--- src/pqu_pkg.sv ---
// Shared types, constants and arithmetic helpers of the product/quotient unit.
// Assumes a single pipeline clock; no software-visible registers exist.
package pqu_pkg;

  localparam int          PQU_DATA_W     = 32;
  localparam int          PQU_PASS_W     = 16;
  localparam logic [63:0] PQU_HILO_RST   = 64'h0;
  localparam logic [31:0] PQU_WORD_RST   = 32'h0;
  // Divide latency in pipeline clocks per dividend class (12, 19, 26, 33)
  localparam logic [5:0]  PQU_DIV_LAT_8  = 6'h0c;
  localparam logic [5:0]  PQU_DIV_LAT_16 = 6'h13;
  localparam logic [5:0]  PQU_DIV_LAT_24 = 6'h1a;
  localparam logic [5:0]  PQU_DIV_LAT_32 = 6'h21;
  // Count left at which a multiply may issue behind a divide (repeat = latency - 1)
  localparam logic [5:0]  PQU_DIV_OVERLAP = 6'h02;

  typedef enum logic [4:0]
  {
    PQU_WIDE_PRODUCT_OP       = 5'h01,
    PQU_PRODUCT_ACCUMULATE_OP = 5'h02,
    PQU_PRODUCT_DEDUCT_OP     = 5'h04,
    PQU_GPR_PRODUCT_OP        = 5'h08,
    PQU_QUOTIENT_OP           = 5'h10
  } pqu_op_t;

  typedef enum logic [2:0]
  {
    PQU_MS_EMPTY  = 3'h1,
    PQU_MS_FIRST  = 3'h2,
    PQU_MS_SECOND = 3'h4
  } pqu_mstate_t;

  // Radix-4 recoded 33x17 signed multiply, one pass of the array
  function automatic logic signed [49:0] pqu_booth(input logic [32:0] a, input logic [16:0] b);
    logic [49:0] acc;
    logic [49:0] ae;
    logic [49:0] pp;
    logic [18:0] bx;
    acc = '0;
    ae  = {{17{a[32]}}, a};
    bx  = {b[16], b, 1'b0};
    for (int i = 0; i < 9; i++)
    begin
      case (bx[2*i +: 3])
        3'h1, 3'h2: pp = ae;
        3'h3:       pp = ae << 1;
        3'h4:       pp = 50'(-(ae << 1));
        3'h5, 3'h6: pp = 50'(-ae);
        default:    pp = '0;
      endcase
      acc = 50'(acc + (pp << (2 * i)));
    end
    return acc;
  endfunction

  // Dividend class: 0..3 for 8, 16, 24, 32 significant bits
  function automatic logic [1:0] pqu_div_class(input logic [31:0] d, input logic sgn);
    logic s;
    s = sgn & d[31];
    // Unsigned dividends only need the upper bits clear, not a spare sign bit
    if (sgn ? (d[31:7] == {25{s}}) : (d[31:8] == 24'h0))
      return 2'h0;
    else if (sgn ? (d[31:15] == {17{s}}) : (d[31:16] == 16'h0))
      return 2'h1;
    else if (sgn ? (d[31:23] == {9{s}}) : (d[31:24] == 8'h0))
      return 2'h2;
    else
      return 2'h3;
  endfunction

endpackage

--- src/pqu_div_if.sv ---
// Connection between the issue/result logic and the divide engine.
// Both ends run on the one pipeline clock.
`timescale 1ns/10ps
interface pqu_div_if;
  logic        start;
  logic        is_signed;
  logic [31:0] dividend;
  logic [31:0] divisor;
  logic        active;
  logic        mul_ok;
  logic        done;
  logic [31:0] quotient;
  logic [31:0] remainder;

  modport core   (output start, is_signed, dividend, divisor,
                  input  active, mul_ok, done, quotient, remainder);
  modport engine (input  start, is_signed, dividend, divisor,
                  output active, mul_ok, done, quotient, remainder);
endinterface

--- src/pqu_divider.sv ---
// One-bit-per-clock restoring divider with early-in on narrow dividends.
// Assumes start is raised only while active is low.
`timescale 1ns/10ps
module pqu_divider
  import pqu_pkg::*;
(
  input  logic      ref_clk_in,
  input  logic      reset_in,
  pqu_div_if.engine div_io
);

  logic        active_reg, active_next;
  logic [5:0]  cnt_reg, cnt_next;
  logic [5:0]  iter_reg, iter_next;
  logic [32:0] rem_reg, rem_next;
  logic [31:0] quo_reg, quo_next;
  logic [31:0] dvs_reg, dvs_next;
  logic        neg_q_reg, neg_q_next;
  logic        neg_r_reg, neg_r_next;

  always_comb
  begin
    logic [31:0] mag_a;
    logic [31:0] mag_b;
    logic [1:0]  cls;
    logic [32:0] shifted;
    mag_a = (div_io.is_signed && div_io.dividend[31]) ? 32'(-div_io.dividend) : div_io.dividend;
    mag_b = (div_io.is_signed && div_io.divisor[31]) ? 32'(-div_io.divisor) : div_io.divisor;
    cls   = pqu_div_class(div_io.dividend, div_io.is_signed);
    shifted     = {rem_reg[31:0], quo_reg[31]};
    active_next = active_reg;
    cnt_next    = cnt_reg;
    iter_next   = iter_reg;
    rem_next    = rem_reg;
    quo_next    = quo_reg;
    dvs_next    = dvs_reg;
    neg_q_next  = neg_q_reg;
    neg_r_next  = neg_r_reg;
    if (div_io.start)
    begin
      active_next = 1'b1;
      rem_next    = '0;
      dvs_next    = mag_b;
      neg_q_next  = div_io.is_signed & (div_io.dividend[31] ^ div_io.divisor[31]);
      neg_r_next  = div_io.is_signed & div_io.dividend[31];
      // Skip 24, 16 or 8 leading iterations by pre-aligning the dividend
      case (cls)
        2'h0:    begin iter_next = 6'h08; quo_next = mag_a << 24; cnt_next = PQU_DIV_LAT_8;  end
        2'h1:    begin iter_next = 6'h10; quo_next = mag_a << 16; cnt_next = PQU_DIV_LAT_16; end
        2'h2:    begin iter_next = 6'h18; quo_next = mag_a << 8;  cnt_next = PQU_DIV_LAT_24; end
        default: begin iter_next = 6'h20; quo_next = mag_a;       cnt_next = PQU_DIV_LAT_32; end
      endcase
    end
    else if (active_reg)
    begin
      cnt_next = cnt_reg - 6'h01;
      if (cnt_reg == 6'h01)
        active_next = 1'b0;
      if (iter_reg != 6'h00)
      begin
        // One quotient bit per clock
        iter_next = iter_reg - 6'h01;
        if (shifted >= {1'b0, dvs_reg})
        begin
          rem_next = 33'(shifted - {1'b0, dvs_reg});
          quo_next = {quo_reg[30:0], 1'b1};
        end
        else
        begin
          rem_next = shifted;
          quo_next = {quo_reg[30:0], 1'b0};
        end
      end
    end
  end

  always_ff @(posedge ref_clk_in or posedge reset_in)
  begin
    if (reset_in)
    begin
      active_reg <= 1'b0;
      cnt_reg    <= 6'h00;
      iter_reg   <= 6'h00;
      rem_reg    <= 33'h0;
      quo_reg    <= 32'h0;
      dvs_reg    <= 32'h0;
      neg_q_reg  <= 1'b0;
      neg_r_reg  <= 1'b0;
    end
    else
    begin
      active_reg <= active_next;
      cnt_reg    <= cnt_next;
      iter_reg   <= iter_next;
      rem_reg    <= rem_next;
      quo_reg    <= quo_next;
      dvs_reg    <= dvs_next;
      neg_q_reg  <= neg_q_next;
      neg_r_reg  <= neg_r_next;
    end
  end

  assign div_io.active    = active_reg;
  assign div_io.done      = active_reg && (cnt_reg == 6'h01);
  assign div_io.mul_ok    = !active_reg || (cnt_reg <= PQU_DIV_OVERLAP);
  assign div_io.quotient  = neg_q_reg ? 32'(-quo_reg) : quo_reg;
  assign div_io.remainder = neg_r_reg ? 32'(-rem_reg[31:0]) : rem_reg[31:0];

endmodule // pqu_divider

--- src/pqu_product_quotient_unit.sv ---
// Product/quotient unit: multiply pipeline, result word pair and divide engine.
// Assumes the integer_pipeline holds its operation while busy_out is high.
//
// Operation
// - Multiply and divide run in their own pipeline beside the integer pipeline.
// - Work in flight keeps advancing while the integer pipeline stalls.
// - Recoded 32x16 multiplier, upper and bottom result words, divide engine.
// - Number of multiplier passes is chosen from the right operand value and its signedness only.
// - Right operand fitting 16 bits takes one pass; full 32x32 takes two.
// - Short multiplies issue every clock; full ones every second clock.
// - Back-to-back full multiplies stall issue; the pipeline holds the second one.
// - Division retires one quotient bit per clock.
// - Dividend sign extension skips 24, 16 or 8 iterations.
// - A divide during an active divide stalls until it ends; a multiply stalls until two divide clocks remain.
// - Result-pair multiplies: latency and repeat 1 for short, 2 for full.
// - Register-writing multiply: latency 2/repeat 1 short, latency 3/repeat 2 full.
// - Divides take 12/11, 19/18, 26/25, 33/32 clocks by dividend width.
`timescale 1ns/10ps
module pqu_product_quotient_unit
(
  input  logic             ref_clk_in,
  input  logic             reset_in,
  input  logic             op_valid_in,
  input  pqu_pkg::pqu_op_t op_code_in,
  input  logic             op_signed_in,
  input  logic [31:0]      left_operand_in,
  input  logic [31:0]      right_operand_in,
  output logic             busy_out,
  output logic [31:0]      result_upper_word_out,
  output logic [31:0]      result_bottom_word_out,
  output logic             gpr_valid_out,
  output logic [31:0]      gpr_data_out,
  output logic             div_active_out
);
  import pqu_pkg::*;

  pqu_div_if div_bus ();

  // Multiply stage state
  pqu_mstate_t mstate_reg, mstate_next;
  pqu_op_t     stg_op_reg, stg_op_next;
  logic [31:0] stg_a_reg, stg_a_next;
  logic [31:0] stg_b_reg, stg_b_next;
  logic        stg_sgn_reg, stg_sgn_next;
  logic        stg_long_reg, stg_long_next;
  logic [49:0] part_reg, part_next;

  // Result words and register-write path
  logic [63:0] hilo_reg, hilo_next;
  logic        gpr_mid_valid_reg, gpr_mid_valid_next;
  logic [31:0] gpr_mid_reg, gpr_mid_next;
  logic        gpr_valid_reg, gpr_valid_next;
  logic [31:0] gpr_data_reg, gpr_data_next;

  // Issue side
  logic        is_mul_in;
  logic        long_in;
  logic        stage_freeze;
  logic        stage_free;
  logic        accept;

  // Datapath
  logic [32:0] a33;
  logic [16:0] b_lo17;
  logic [16:0] b_hi17;
  logic [16:0] pass_b;
  logic [49:0] booth_out;
  logic [63:0] product;
  logic        finish;

  pqu_divider u_divider
  (
    .ref_clk_in (ref_clk_in),
    .reset_in   (reset_in),
    .div_io     (div_bus.engine)
  );

  // Issue control
  always_comb
  begin
    is_mul_in = (op_code_in != PQU_QUOTIENT_OP);
    // Pass count is decided from the right operand and op_signed_in alone
    if (op_signed_in)
      long_in = (right_operand_in[31:15] != {17{right_operand_in[31]}});
    else
      long_in = (right_operand_in[31:16] != 16'h0000);
    // The divide owns the result words on its final edge, so the stage waits
    stage_freeze = div_bus.done && (mstate_reg != PQU_MS_EMPTY);
    stage_free   = !stage_freeze &&
                   !((mstate_reg == PQU_MS_FIRST) && stg_long_reg);
    if (is_mul_in)
      busy_out = !stage_free || !div_bus.mul_ok;
    else
      busy_out = div_bus.active;
    accept = op_valid_in && !busy_out;
  end

  assign div_bus.start     = accept && !is_mul_in;
  assign div_bus.is_signed = op_signed_in;
  assign div_bus.dividend  = left_operand_in;
  assign div_bus.divisor   = right_operand_in;

  // One pass through the 32x16 array per clock
  always_comb
  begin
    a33       = {stg_sgn_reg & stg_a_reg[31], stg_a_reg};
    b_lo17    = stg_long_reg ? {1'b0, stg_b_reg[15:0]}
                             : {stg_sgn_reg & stg_b_reg[15], stg_b_reg[15:0]};
    b_hi17    = {stg_sgn_reg & stg_b_reg[31], stg_b_reg[31:16]};
    pass_b    = (mstate_reg == PQU_MS_SECOND) ? b_hi17 : b_lo17;
    booth_out = pqu_booth(a33, pass_b);
    if (mstate_reg == PQU_MS_SECOND)
      product = 64'({{14{part_reg[49]}}, part_reg} +
                    ({{14{booth_out[49]}}, booth_out} << PQU_PASS_W));
    else
      product = {{14{booth_out[49]}}, booth_out};
    finish = !stage_freeze &&
             (((mstate_reg == PQU_MS_FIRST) && !stg_long_reg) ||
              (mstate_reg == PQU_MS_SECOND));
  end

  // Stage sequencing, independent of integer pipeline stalls
  always_comb
  begin
    mstate_next   = mstate_reg;
    stg_op_next   = stg_op_reg;
    stg_a_next    = stg_a_reg;
    stg_b_next    = stg_b_reg;
    stg_sgn_next  = stg_sgn_reg;
    stg_long_next = stg_long_reg;
    part_next     = part_reg;
    if (!stage_freeze)
    begin
      case (mstate_reg)
        PQU_MS_EMPTY:
          mstate_next = PQU_MS_EMPTY;
        PQU_MS_FIRST:
        begin
          if (stg_long_reg)
          begin
            mstate_next = PQU_MS_SECOND;
            part_next   = booth_out;
          end
          else
            mstate_next = PQU_MS_EMPTY;
        end
        PQU_MS_SECOND:
          mstate_next = PQU_MS_EMPTY;
        default:
          mstate_next = PQU_MS_EMPTY;
      endcase
    end
    if (accept && is_mul_in)
    begin
      // A multiply of either length can enter while the previous one retires
      mstate_next   = PQU_MS_FIRST;
      stg_op_next   = op_code_in;
      stg_a_next    = left_operand_in;
      stg_b_next    = right_operand_in;
      stg_sgn_next  = op_signed_in;
      stg_long_next = long_in;
    end
  end

  // Result words and the register-write output
  always_comb
  begin
    hilo_next          = hilo_reg;
    gpr_mid_valid_next = 1'b0;
    gpr_mid_next       = gpr_mid_reg;
    gpr_valid_next     = gpr_mid_valid_reg;
    gpr_data_next      = gpr_mid_valid_reg ? gpr_mid_reg : gpr_data_reg;
    if (div_bus.done)
      hilo_next = {div_bus.remainder, div_bus.quotient};
    else if (finish)
    begin
      case (stg_op_reg)
        PQU_WIDE_PRODUCT_OP:       hilo_next = product;
        PQU_PRODUCT_ACCUMULATE_OP: hilo_next = 64'(hilo_reg + product);
        PQU_PRODUCT_DEDUCT_OP:     hilo_next = 64'(hilo_reg - product);
        PQU_GPR_PRODUCT_OP:
        begin
          // Extra stage toward the register file adds one clock
          gpr_mid_valid_next = 1'b1;
          gpr_mid_next       = product[31:0];
        end
        default:                   hilo_next = hilo_reg;
      endcase
    end
  end

  always_ff @(posedge ref_clk_in or posedge reset_in)
  begin
    if (reset_in)
    begin
      mstate_reg        <= PQU_MS_EMPTY;
      stg_op_reg        <= PQU_WIDE_PRODUCT_OP;
      stg_a_reg         <= PQU_WORD_RST;
      stg_b_reg         <= PQU_WORD_RST;
      stg_sgn_reg       <= 1'b0;
      stg_long_reg      <= 1'b0;
      part_reg          <= 50'h0;
      hilo_reg          <= PQU_HILO_RST;
      gpr_mid_valid_reg <= 1'b0;
      gpr_mid_reg       <= PQU_WORD_RST;
      gpr_valid_reg     <= 1'b0;
      gpr_data_reg      <= PQU_WORD_RST;
    end
    else
    begin
      mstate_reg        <= mstate_next;
      stg_op_reg        <= stg_op_next;
      stg_a_reg         <= stg_a_next;
      stg_b_reg         <= stg_b_next;
      stg_sgn_reg       <= stg_sgn_next;
      stg_long_reg      <= stg_long_next;
      part_reg          <= part_next;
      hilo_reg          <= hilo_next;
      gpr_mid_valid_reg <= gpr_mid_valid_next;
      gpr_mid_reg       <= gpr_mid_next;
      gpr_valid_reg     <= gpr_valid_next;
      gpr_data_reg      <= gpr_data_next;
    end
  end

  assign result_upper_word_out  = hilo_reg[63:32];
  assign result_bottom_word_out = hilo_reg[31:0];
  assign gpr_valid_out          = gpr_valid_reg;
  assign gpr_data_out           = gpr_data_reg;
  assign div_active_out         = div_bus.active;

endmodule // pqu_product_quotient_unit

--- config.mk ---
export PLATFORM = sky130hd
export DESIGN_NAME = pqu_product_quotient_unit
export DESIGN_NICKNAME = d
export VERILOG_FILES = /design/src/pqu_pkg.sv /design/src/pqu_div_if.sv /design/src/pqu_divider.sv /design/src/pqu_product_quotient_unit.sv
export SDC_FILE = /design/constraint.sdc
export NUM_CORES = 2
export LEC_CHECK = 0
export BUFFER_PORTS_ARGS = -buffer_cell sky130_fd_sc_hd__buf_2
export CAP_MARGIN = 30
export CORE_MARGIN = 3
export CORE_UTILIZATION = 55
export DETAILED_ROUTE_END_ITERATION = 8
export HOLD_SLACK_MARGIN = 0.06
export PLACE_DENSITY = 0.81
export SETUP_SLACK_MARGIN = 0.1
export SKIP_CTS_REPAIR_TIMING = 1
export SYNTH_ARGS = -nofsm -noshare
export SYNTH_HDL_FRONTEND = slang
export SYNTH_HIERARCHICAL = 1
export SYNTH_SLANG_ARGS = --single-unit
export TNS_END_PERCENT = 1
--- constraint.sdc ---
create_clock -name ref_clk_in -period 14.9 [get_ports ref_clk_in]
set_input_delay 0.745 -clock ref_clk_in [delete_from_list [all_inputs] [get_ports ref_clk_in]]
set_output_delay 0.745 -clock ref_clk_in [all_outputs]
set_load 0.01 [all_outputs]
==> flow_summary.rst <==
.. list-table::
   :header-rows: 1

   * - Metric
     - Value
   * - Run status
     - finished with violations
   * - Violated checks
     - design-rule violations
   * - Number of antenna violations at the first check in global routing
     - 13
   * - Endpoint type of the worst setup path
     - flip-flop
   * - Clock latency on the worst-skew pair
     - 0.62 ns
   * - Remaining antenna violation count after routing
     - 0
   * - Final setup violation count
     - 0
   * - Detailed placer's ending HPWL
     - around 190000 um
   * - Seq/Total Area, Yosys
     - 0.1813
   * - Data required, critical path
     - 15.36 ns
   * - Critical path fanouts, max
     - 37
   * - Maximum buffer depth of the clock tree
     - 3
   * - # IOs
     - 172
   * - Count of final max-slew check failures
     - 0
   * - Last weighted congestion value of the routability-driven placer
     - 1.137
   * - Hold Fails Final Rpt
     - 0
   * - Synth warnings
     - 6
   * - Layout Nets
     - approximately 7300
   * - Most area-consuming cells after synthesis
     - dfrtp_1, fa_1, nand2_1
   * - Startpoint types
     - flip-flop
   * - Startpoint of the worst register-to-register path
     - mstate_reg[2]
   * - Hold Crit Class
     - in2async
   * - Synth Register Bits
     - 365
   * - Initial DRC Count
     - roughly 10000
   * - Final global-route overflow total
     - 0
   * - Number of global-route vias before repair
     - 52005
   * - Flip-flop count of the largest register after layout
     - 64
   * - Clock Sink Count
     - 365
   * - Synthesized instance count
     - between 6000 and 7000
   * - Clock skew after layout
     - 0.03692 ns
   * - Die X-Extent
     - just over 300 um
   * - Total clock buffers created by CTS
     - 42
   * - Vias per cell
     - 7.067
   * - Effective utilization at floorplan
     - 0.5573
   * - Slack of the worst reg-to-reg path
     - 0.60 ns
   * - Arrival time at the worst endpoint
     - ~15 ns
   * - Root Buffer Master
     - clkbuf_16
   * - Fraction of registers with async set/reset
     - 1.000
   * - DRC Markers
     - 35
   * - Total routing usage reported by global routing
     - 0.4957
   * - Library cell appearing most often on the critical path
     - ha_1
   * - Met1 track demand over resource
     - 0.6507
   * - Worst-Margin Slew
     - 1.179 ns
   * - Die Height
     - 308.7 um
   * - Routed WL per cell
     - just over 30 um
   * - Number of enable-type register cells in the synthesized netlist
     - 0
   * - Final setup TNS
     - 0 ns
   * - Detailed-routing iteration count for the pre-antenna-repair pass
     - 9
   * - Netlist cell types
     - 98
   * - Stages on worst setup path
     - 47
   * - FMAX
     - 0.06993 GHz
   * - Largest area contributor in the synthesized netlist
     - dfrtp_1
   * - Fin crit period
     - 14.30 ns
   * - Buffers & Inverters on Critical Path
     - 7
   * - Tightest slew margin relative to the limit
     - 0.2114
   * - Total of buffers placed on input and output ports
     - between 150 and 200
   * - Count of vias placed by the detailed router
     - about 56000
   * - Global routing's busiest layer
     - met2
   * - CTS H-Tree Depth
     - 2
   * - Floorplan row count
     - 110
   * - DRT Wirelength
     - 244400 um
   * - First-pass GRT wire length
     - 351900 um
   * - Family of cells with the greatest summed delay on the critical path
     - simple AND/OR/NAND/NOR gates
   * - Post-synth net total
     - 7277
   * - Critical path class
     - reg2reg
   * - Pin count of the biggest net entering global routing
     - 118
   * - Post-synthesis to final-layout area growth
     - 9.579%
   * - Reg clk slew, reported paths
     - around 0.07 ns
   * - Cell area after synthesis
     - 0.05039 mm2
   * - Yosys top cell area share
     - 0.1803
   * - Fraction of layout instances using a drive strength above 1
     - 0.1180
   * - R2r endpoint
     - hilo_reg[63]
   * - Synth Flop Type
     - dfrtp_1
   * - Mean Syn Cell Area
     - 7.518 um2
   * - M2 GR Usage
     - 0.6785
   * - Largest stage delay on the critical path
     - 0.91 ns
   * - Final period utilization
     - 0.9597
   * - GRT met3 Usage
     - 0.2101
   * - RSZ-0062 raised after global routing
     - false
   * - TritonCTS clock tree
     - built
   * - Number of max-cap violations
     - 0
   * - Area of the core
     - 0.09042 mm2
   * - Total Die Area
     - 0.09529 mm2
   * - Cell with the largest stage delay on the worst path
     - mux2i_4
   * - Number of cell instances on the worst register-to-register path
     - 47
## placed cells by master, fill, tap and decap left out, drive strengths merged, types with 104 or more instances in the layout
cell type	Yosys	layout
nand2	867	867
o21ai	621	621
nor2	590	590
a21oi	546	546
buf	64	521
inv	420	424
dfrtp	363	363
xnor2	361	361
fa	274	274
ha	227	227
xor2	139	139
nor3	133	133
mux2	116	116
a221oi	114	114
a21o	104	104
## worst register-to-register path: cells and delay by family (launching register included)
family,cells,cell delay [ns]
simple gates,15,3.94
compound gates,12,3.08
fa+ha+maj,8,3.03
buf+inv,7,1.62
xor+xnor,4,1.12
mux,1,0.92
flops,1,0.45
## final cells by class
| cell class | instances | area (um2) |
|---|---|---|
| clock buffers | 56 | 1174 |
| fillers | 8293 | 35210 |
| inverters | 420 | 1587 |
| flip-flops and latches | 365 | 9136 |
| well taps | 1176 | 1471 |
| repair buffers | 521 | 3603 |
| diodes | 5 | 12.51 |
| clock inverters | 21 | 269.0 |
| multi-input cells | 5405 | 37970 |
## cell families after synthesis
family	count (synthesis)	share of synthesized area
mux	202	0.04301
compound gates	2113	0.2660
flops	365	0.1813
xor+xnor	502	0.08780
buf+inv	933	0.07086
simple gates	2087	0.1858
fa+ha+maj	501	0.1652
## through the flow
stage | setup slack (ns) | hold WS (ns) | std cells | util | area, um2
final | 0.6004 | 0.1177 | 7969 | 0.6107 | 55220
after CTS | 0.9426 | 0.1959 | 7959 | 0.6088 | 55050
after detailed placement | 0.9678 | 0.4624 | 7882 | 0.5928 | 53610
after global placement | 1.034 | 0.4545 | 7879 | 0.5925 | 53570
after floorplan | 1.226 | 0.3519 | 6703 | - | 50390
after global routing | 0.1162 | 0.1208 | 7965 | 0.6105 | 55210
## synth_stat cells (39+ instances only)
library cell and count:
clkbuf_1 446, and2_1 41, a221o_1 44, nor3_1 131
inv_1 419, o21ai_0 618, o22ai_1 82, ha_1 227
mux2i_1 86, o31ai_1 59, nand2b_1 47, a221oi_1 112
xor2_1 139, and3_1 49, xnor2_1 361, a31oi_1 61
dfrtp_1 363, a21o_1 104, a21oi_1 546, or3_1 44
nand3_1 87, nand2_1 867, fa_1 274, o221ai_1 41
o21a_1 39, nand4_1 63, a22oi_1 47, nor2_1 590
mux2_2 116, o211ai_1 57, a211oi_1 76
## per-layer routing
| layer | up-vias | wire (um) |
|---|---|---|
| li1 | 23871 | - |
| met3 | 1080 | 38830 |
| met2 | 4557 | 94500 |
| met5 | - | 187 |
| met1 | 26799 | 92120 |
| met4 | 10 | 18810 |
## worst max path at each step
stage / startpoint / slack (ns) / endpoint
4_1_cts: stg_a_reg[1] / 0.94 / hilo_reg[63]
2_1_floorplan: mstate_reg[0] / 1.23 / hilo_reg[63]
5_1_grt: stg_a_reg[1] / 0.12 / hilo_reg[61]
3_3_place_gp: stg_a_reg[1] / 1.03 / hilo_reg[63]
6_report: mstate_reg[2] / 0.60 / hilo_reg[63]
3_5_place_dp: stg_a_reg[1] / 0.97 / hilo_reg[63]
Power is left out: the tool's default activity adds up to more than one toggle a clock period on the data nets, which glitch-free logic cannot reach.
